--- src/core/host_port_pkg.sv ---
// Purpose: Shared constants and types for the host port pin role logic.
// Assumes: One clock domain, sys_clk at 125 MHz.
// Notes: Strap codes are {iface_strap_high, iface_strap_low}.
package host_port_pkg;

  localparam int SYNC_WIDTH = 5;
  // Sync vector order: {global_reset_n, chip_select_n, miso, sclk, mosi}.
  // Pins idle high through pull-ups; reset pin idles asserted.
  localparam logic [SYNC_WIDTH-1:0] SYNC_RST_VAL = 5'h0f;
  localparam logic [1:0] STRAP_RST_VAL = 2'h0;

  localparam logic [1:0] STRAP_I2C_A = 2'h0;
  localparam logic [1:0] STRAP_I2C_B = 2'h1;
  localparam logic [1:0] STRAP_SPI_SLAVE = 2'h2;
  localparam logic [1:0] STRAP_SPI_MASTER = 2'h3;
  // Release lasts three cycles, so the synchronisers show the let-go pins before the slave core listens.
  localparam logic [1:0] RELEASE_LAST_CNT = 2'h2;

  typedef enum logic [1:0] {
    ST_RESET = 2'b00,
    ST_AUTOCFG = 2'b01,
    ST_RELEASE = 2'b11,
    ST_ACTIVE = 2'b10
  } role_state_e;

  typedef enum logic {
    MODE_I2C = 1'b0,
    MODE_SPI = 1'b1
  } iface_mode_e;

endpackage : host_port_pkg

--- src/core/host_port_pin_roles.sv ---
// Purpose: Assign roles to the shared processor-interface pins.
// Assumes: Straps are stable around the release of global_reset_n.
// Notes: All pin outputs are registered; pin inputs pass two flip-flops.
`timescale 1ns/100ps
`default_nettype none
module host_port_pin_roles
  import host_port_pkg::*;
(
  input wire logic sys_clk,
  input wire logic srst,
  input wire logic global_reset_n,
  input wire logic chip_select_n_i,
  output logic chip_select_n_o,
  output logic chip_select_n_oe,
  input wire logic miso_i,
  output logic miso_o,
  output logic miso_oe,
  input wire logic sclk_i,
  output logic sclk_o,
  output logic sclk_oe,
  input wire logic mosi_i,
  output logic mosi_o,
  output logic mosi_oe,
  input wire logic cfg_sclk,
  input wire logic cfg_mosi,
  input wire logic cfg_cs_n,
  input wire logic cfg_done,
  output logic cfg_miso,
  output logic cfg_run,
  input wire logic slv_miso,
  input wire logic slv_miso_en,
  output logic slv_cs_n,
  output logic slv_sclk,
  output logic slv_mosi,
  input wire logic i2c_sda_pull_low,
  output logic i2c_scl,
  output logic i2c_sda,
  output logic i2c_addr_bit,
  output logic mode_spi,
  output logic host_ready
);

  logic [SYNC_WIDTH-1:0] sync_vec;
  logic global_reset_n_s;
  logic cs_n_s;
  logic miso_s;
  logic sclk_s;
  logic mosi_s;
  logic global_reset_n_prev_r;
  logic rst_rise;
  logic [1:0] strap_r;
  logic [1:0] strap_now;
  role_state_e state_r;
  role_state_e state_nxt;
  logic [1:0] release_cnt_r;
  iface_mode_e mode_r;
  logic active_spi;
  logic active_i2c;
  logic cs_n_o_nxt;
  logic cs_n_oe_nxt;
  logic miso_o_nxt;
  logic miso_oe_nxt;
  logic sclk_o_nxt;
  logic sclk_oe_nxt;
  logic mosi_o_nxt;
  logic mosi_oe_nxt;

  pin_sync #(
    .WIDTH(SYNC_WIDTH),
    .RST_VAL(SYNC_RST_VAL)
  ) u_pin_sync (
    .sys_clk(sys_clk),
    .srst(srst),
    .async_in({global_reset_n, chip_select_n_i, miso_i, sclk_i, mosi_i}),
    .sync_out(sync_vec)
  );

  assign {global_reset_n_s, cs_n_s, miso_s, sclk_s, mosi_s} = sync_vec;
  assign strap_now = {miso_s, cs_n_s};
  assign rst_rise = global_reset_n_s && !global_reset_n_prev_r;

  always_ff @(posedge sys_clk) begin
    if (srst) begin
      global_reset_n_prev_r <= 1'b0;
    end else begin
      global_reset_n_prev_r <= global_reset_n_s;
    end
  end

  always_ff @(posedge sys_clk) begin
    if (srst) begin
      strap_r <= STRAP_RST_VAL;
    end else if (rst_rise) begin
      strap_r <= strap_now;
    end
  end

  always_ff @(posedge sys_clk) begin
    if (srst) begin
      mode_r <= MODE_I2C;
    end else if (rst_rise) begin
      mode_r <= (strap_now == STRAP_I2C_A || strap_now == STRAP_I2C_B) ? MODE_I2C : MODE_SPI;
    end
  end

  always_comb begin
    state_nxt = state_r;
    case (state_r)
      ST_RESET: begin
        if (rst_rise) begin
          state_nxt = (strap_now == STRAP_SPI_MASTER) ? ST_AUTOCFG : ST_ACTIVE;
        end
      end
      ST_AUTOCFG: begin
        if (cfg_done) begin
          state_nxt = ST_RELEASE;
        end
      end
      ST_RELEASE: begin
        if (release_cnt_r == RELEASE_LAST_CNT) begin
          state_nxt = ST_ACTIVE;
        end
      end
      ST_ACTIVE: begin
        state_nxt = ST_ACTIVE;
      end
      default: begin
        state_nxt = ST_RESET;
      end
    endcase
    if (!global_reset_n_s) begin
      state_nxt = ST_RESET;
    end
  end

  always_ff @(posedge sys_clk) begin
    if (srst) begin
      state_r <= ST_RESET;
      release_cnt_r <= 2'h0;
    end else begin
      state_r <= state_nxt;
      release_cnt_r <= (state_r == ST_RELEASE) ? release_cnt_r + 2'h1 : 2'h0;
    end
  end

  assign active_spi = (state_r == ST_ACTIVE) && (mode_r == MODE_SPI);
  assign active_i2c = (state_r == ST_ACTIVE) && (mode_r == MODE_I2C);

  always_comb begin
    cs_n_o_nxt = 1'b1;
    cs_n_oe_nxt = 1'b0;
    miso_o_nxt = 1'b1;
    miso_oe_nxt = 1'b0;
    sclk_o_nxt = 1'b1;
    sclk_oe_nxt = 1'b0;
    mosi_o_nxt = 1'b1;
    mosi_oe_nxt = 1'b0;
    if (state_r == ST_AUTOCFG && global_reset_n_s) begin
      sclk_o_nxt = cfg_sclk;
      sclk_oe_nxt = 1'b1;
      mosi_o_nxt = cfg_mosi;
      mosi_oe_nxt = 1'b1;
      cs_n_o_nxt = cfg_cs_n;
      cs_n_oe_nxt = 1'b1;
    end else if (active_spi && global_reset_n_s) begin
      miso_o_nxt = slv_miso;
      miso_oe_nxt = slv_miso_en;
    end else if (active_i2c && global_reset_n_s) begin
      mosi_o_nxt = 1'b0;
      mosi_oe_nxt = i2c_sda_pull_low;
    end
  end

  always_ff @(posedge sys_clk) begin
    if (srst) begin
      chip_select_n_o <= 1'b1;
      chip_select_n_oe <= 1'b0;
      miso_o <= 1'b1;
      miso_oe <= 1'b0;
      sclk_o <= 1'b1;
      sclk_oe <= 1'b0;
      mosi_o <= 1'b1;
      mosi_oe <= 1'b0;
    end else begin
      chip_select_n_o <= cs_n_o_nxt;
      chip_select_n_oe <= cs_n_oe_nxt;
      miso_o <= miso_o_nxt;
      miso_oe <= miso_oe_nxt;
      sclk_o <= sclk_o_nxt;
      sclk_oe <= sclk_oe_nxt;
      mosi_o <= mosi_o_nxt;
      mosi_oe <= mosi_oe_nxt;
    end
  end

  assign cfg_miso = (state_r == ST_AUTOCFG) ? miso_s : 1'b1;
  assign cfg_run = (state_r == ST_AUTOCFG);

  // slave clock and data come from the external master.
  assign slv_sclk = active_spi ? sclk_s : 1'b1;
  // command, address and data arrive on MOSI.
  assign slv_mosi = active_spi ? mosi_s : 1'b1;
  // slave sees no select until fully released.
  assign slv_cs_n = active_spi ? cs_n_s : 1'b1;

  // SCL is only ever an input.
  assign i2c_scl = active_i2c ? sclk_s : 1'b1;
  assign i2c_sda = active_i2c ? mosi_s : 1'b1;

  assign i2c_addr_bit = strap_r[0];
  assign mode_spi = (mode_r == MODE_SPI);
  assign host_ready = (state_r == ST_ACTIVE);

  strap_latch_a: assert property (@(posedge sys_clk) disable iff (srst)
    rst_rise |=> strap_r == $past(strap_now))
    else $error("strap not latched at reset release");

  // MISO not driven while strap is read.
  miso_strap_a: assert property (@(posedge sys_clk) disable iff (srst)
    (state_r == ST_RESET) ##1 (state_r == ST_RESET) |-> !miso_oe)
    else $error("MISO driven during reset");

  miso_drive_a: assert property (@(posedge sys_clk) disable iff (srst)
    (active_spi && global_reset_n_s && slv_miso_en) |=> miso_oe && miso_o == $past(slv_miso))
    else $error("MISO not driven with slave data");

  master_miso_a: assert property (@(posedge sys_clk) disable iff (srst)
    (state_r == ST_AUTOCFG) |-> !miso_oe && cfg_miso == miso_s)
    else $error("MISO not an input during auto-config");

  // no clock from device in I2C.
  i2c_no_clk_a: assert property (@(posedge sys_clk) disable iff (srst)
    (mode_r == MODE_I2C) |-> !sclk_oe)
    else $error("SCL driven in I2C mode");

  sclk_drive_a: assert property (@(posedge sys_clk) disable iff (srst)
    (state_r == ST_AUTOCFG && global_reset_n_s) ##1 (state_r == ST_AUTOCFG) |-> sclk_oe && sclk_o == $past(cfg_sclk))
    else $error("SCLK not driven during auto-config");

  sda_open_drain_a: assert property (@(posedge sys_clk) disable iff (srst)
    (mode_r == MODE_I2C && mosi_oe) |-> !mosi_o)
    else $error("SDA driven high");

  mosi_drive_a: assert property (@(posedge sys_clk) disable iff (srst)
    (state_r == ST_AUTOCFG && global_reset_n_s) |=> mosi_oe && mosi_o == $past(cfg_mosi))
    else $error("MOSI not driven during auto-config");

  decode_slave_a: assert property (@(posedge sys_clk) disable iff (srst)
    (rst_rise && strap_now == STRAP_SPI_SLAVE) |=> mode_r == MODE_SPI && state_r == ST_ACTIVE)
    else $error("strap 10 not decoded as SPI slave");

  // chip select is an input in normal operation.
  cs_input_a: assert property (@(posedge sys_clk) disable iff (srst)
    (state_r == ST_ACTIVE) ##1 (state_r == ST_ACTIVE) |-> !chip_select_n_oe)
    else $error("chip select driven after auto-config");

  release_a: assert property (@(posedge sys_clk) disable iff (srst)
    (state_r == ST_AUTOCFG && cfg_done && global_reset_n_s) |=> ##1 !sclk_oe && !mosi_oe && !chip_select_n_oe && slv_cs_n)
    else $error("drivers not released after auto-config");

  cover_master_c: cover property (@(posedge sys_clk) disable iff (srst)
    (state_r == ST_AUTOCFG) ##[1:50] (state_r == ST_ACTIVE));
  cover_i2c_c: cover property (@(posedge sys_clk) disable iff (srst)
    rst_rise && strap_now == STRAP_I2C_B);
  cover_slave_read_c: cover property (@(posedge sys_clk) disable iff (srst)
    active_spi && miso_oe);

endmodule : host_port_pin_roles
`default_nettype wire

--- src/core/pin_sync.sv ---
// Purpose: Two-stage synchroniser for a vector of asynchronous pin levels.
// Assumes: Each bit is an independent level; no bus coherence is needed.
// Notes: The first stage feeds only the second stage.
`timescale 1ns/100ps
`default_nettype none
module pin_sync
  import host_port_pkg::*;
#(
  parameter int WIDTH = 1,
  parameter logic [WIDTH-1:0] RST_VAL = '0
) (
  input wire logic sys_clk,
  input wire logic srst,
  input wire logic [WIDTH-1:0] async_in,
  output logic [WIDTH-1:0] sync_out
);

  logic [WIDTH-1:0] meta_r;

  always_ff @(posedge sys_clk) begin
    if (srst) begin
      meta_r <= RST_VAL;
      sync_out <= RST_VAL;
    end else begin
      meta_r <= async_in;
      sync_out <= meta_r;
    end
  end

endmodule : pin_sync
`default_nettype wire

--- config.mk ---
export PLATFORM = sky130hd
export DESIGN_NAME = host_port_pin_roles
export DESIGN_NICKNAME = d
export VERILOG_FILES = /design/src/core/host_port_pkg.sv /design/src/core/host_port_pin_roles.sv /design/src/core/pin_sync.sv
export SDC_FILE = /design/constraint.sdc
export NUM_CORES = 1
export LEC_CHECK = 0
export BUFFER_PORTS_ARGS = -buffer_cell sky130_fd_sc_hd__buf_2
export CORE_UTILIZATION = 40
export DETAILED_ROUTE_END_ITERATION = 16
export PLACE_DENSITY = 0.73
export SLEW_MARGIN = 10
export SYNTH_ARGS = -nofsm -noshare
export SYNTH_HDL_FRONTEND = slang
export SYNTH_SLANG_ARGS = --single-unit
--- constraint.sdc ---
create_clock -name sys_clk -period 1.31 [get_ports sys_clk]
set_input_delay 0.0655 -clock sys_clk [delete_from_list [all_inputs] [get_ports sys_clk]]
set_output_delay 0.0655 -clock sys_clk [all_outputs]
set_load 0.05 [all_outputs]
==> metrics.txt <==
H-Tree Depth 1; Skew-Pair Late Insertion Delay ~0.30 ns; first-pass GRT wire length approximately 2300 µm; GP Congestion approximately 0.72; vias in the first global route 576; Clock Path Buffers 2; Hold Path Class in2reg; Root Buffer clkbuf_4; Core Region 1802 µm²; total chip power ~1.2 mW; Max FO, Critical Path 6; area grow syn2layout 46.59%; CTS tree done; max-slew violations 0; CTS sink count 24; DR vias approximately 630; Required @ worst endpoint 1.24 ns; critical path class reg2out; most frequent cells in the layout buf_2, dfxtp_1, dlygate4sd3_1; post-synthesis cell type count 25; RSZ-0062 raised after global routing true; final WL approximately 1600 µm; final hold violations 0; Pre-antenna DRT Iters 1; syn nets 92; post-synthesis cell area 808.3 µm²; Die W roughly 47 µm; diode count 0; outcome finished, violations left; Total Nets Final between 100 and 150; Slew headroom between 80% and 90%; failing checks negative setup slack; final period utilization 103.6%; cells after synthesis 77; sequential fraction of the synthesis area around 60%; final setup TNS -0.1740 ns; Critical Path Sink Type output port; ratio of cells with drive above 1 in the final layout between 40% and 50%; maximum vdd ir drop 510.4 µV; DR WL/cell around 11 µm; Routed Antenna Nets 0; Hold Slack around 0.021 ns; Initial Utilization around 45%; Synth area leaders dfxtp_1, or2_2, nor2_1, mux2i_1, nand2b_1; CTS Buf Count 3; Static Leakage 0.5160 nW; Synth Register Bits 24; CP Launch Type register; Tmin final approximately 1.4 ns; most common cell after layout, fill and taps aside buf_2; DR iter-0 viols 0; Pwr per Cell Area just under 1000 nW/µm²; DIE HEIGHT 46.95 µm; port bufs 31; yosys warns 0; DRC 0; # IOs 32; Max Fclk 0.7368 GHz; worst-margin pin slew around 0.28 ns; routed vias/inst 4.310; filler instances ~160; row count 15; initial antenna violation count 0; Setup Viol. Count Final 5; critical path data arrival time roughly 1.3 ns; Overall Global Routing Usage 15.62%; global route overflow 0; MaxCap Viol Count 0; average cell area after synthesis between 10 and 15 µm²; die area 2204 µm²; Reg clk slew, reported paths roughly 0.12 ns; largest net degree at the start of global routing 15; Yosys top cell area share slightly below 60%; PnR worst setup slack -0.04715 ns; clock skew after layout just over 0.006 ns; cell taking the most area after synthesis dfxtp_1
## routing by layer
metal / vias to the layer above / part of all wire [%] / track usage, %
met3: 2 / 4.4 / 3.077
met5: - / 0 / 0
met1: 275 / 40 / 15.00
li1: 327 / - / -
met4: 0 / 0.26 / 8.000
met2: 21 / 55 / 30.83
## registers in the layout, summed over array words and instances, names as in the netlist, 2 cells and up
signal               flops
release_cnt_r            2
state_r                  2
u_pin_sync.meta_r        5
u_pin_sync.sync_out      5
## final cells by class
cell class	instances	area, µm²	share of cell area [%]
tap	25	31.28	2.640
sequential	24	489.2	41.29
inverter	4	15.01	1.267
timing repair buffer	43	310.3	26.19
multi-input combinational	46	316.6	26.72
clock buffer	3	22.52	1.901
## cells in the mapped netlist, drive strengths merged
cell type / n
nor2: 7
buf: 2
ha: 1
or3: 4
or2b: 1
mux2i: 2
inv: 4
a211oi: 1
or2: 12
nor2b: 4
a21oi: 1
nor3: 1
nand2b: 4
dfxtp: 24
o21ai: 2
a31oi: 1
nand3b: 1
nor3b: 1
nand2: 3
clkbuf: 1
## logic make-up after synthesis
group	share of synthesized area, %
AND/OR/NAND/NOR	28.33
flip-flops	59.44
buffers and inverters	4.643
AO/OA/AOI/OAI	3.561
multiplexers	2.477
adder cells (fa/ha/maj)	1.548
## report_power, final
part           internal, mW  switching (mW)
sequential            0.746          0.0113
combinational        0.0568          0.0454
clock                 0.107           0.195
## timing repair
item,in CTS,in global routing
gates resized for setup,18,5
setup buffers,1,1
setup endpoints to repair,7,6
endpoints found under the hold margin,10,0
hold buffers,10,0
## through the flow
step	setup WS (ns)	utilization, %	cells	instance area [µm²]
after floorplan	-0.005043	-	77	813.3
after global placement	0.1541	54.24	130	977.2
after detailed placement	0.1132	54.24	130	977.2
after CTS	-0.07176	64.44	144	1161
after global routing	-0.1051	65.76	145	1185
final	-0.04715	65.76	145	1185
## worst max-delay path: stages (launching register included)
cell and delay [ns]:
dfxtp_4 0.40, nor2b_4 0.12, nand2_2 0.08, or2_4 0.24
buf_8 0.15
## worst paths after layout
| check | slack [ns] | to | depth (start not counted) | startpoint |
|---|---|---|---|---|
| max reg2reg | 0.13 | miso_o | 4 | state_r[0] |
| min | 0.02 | mosi_o | 3 | cfg_mosi |
| min reg2reg | 0.42 | release_cnt_r[0] | 1 | release_cnt_r[0] |
| max | -0.05 | slv_mosi | 4 | state_r[0] |
(Power assumes the default switching activity.)
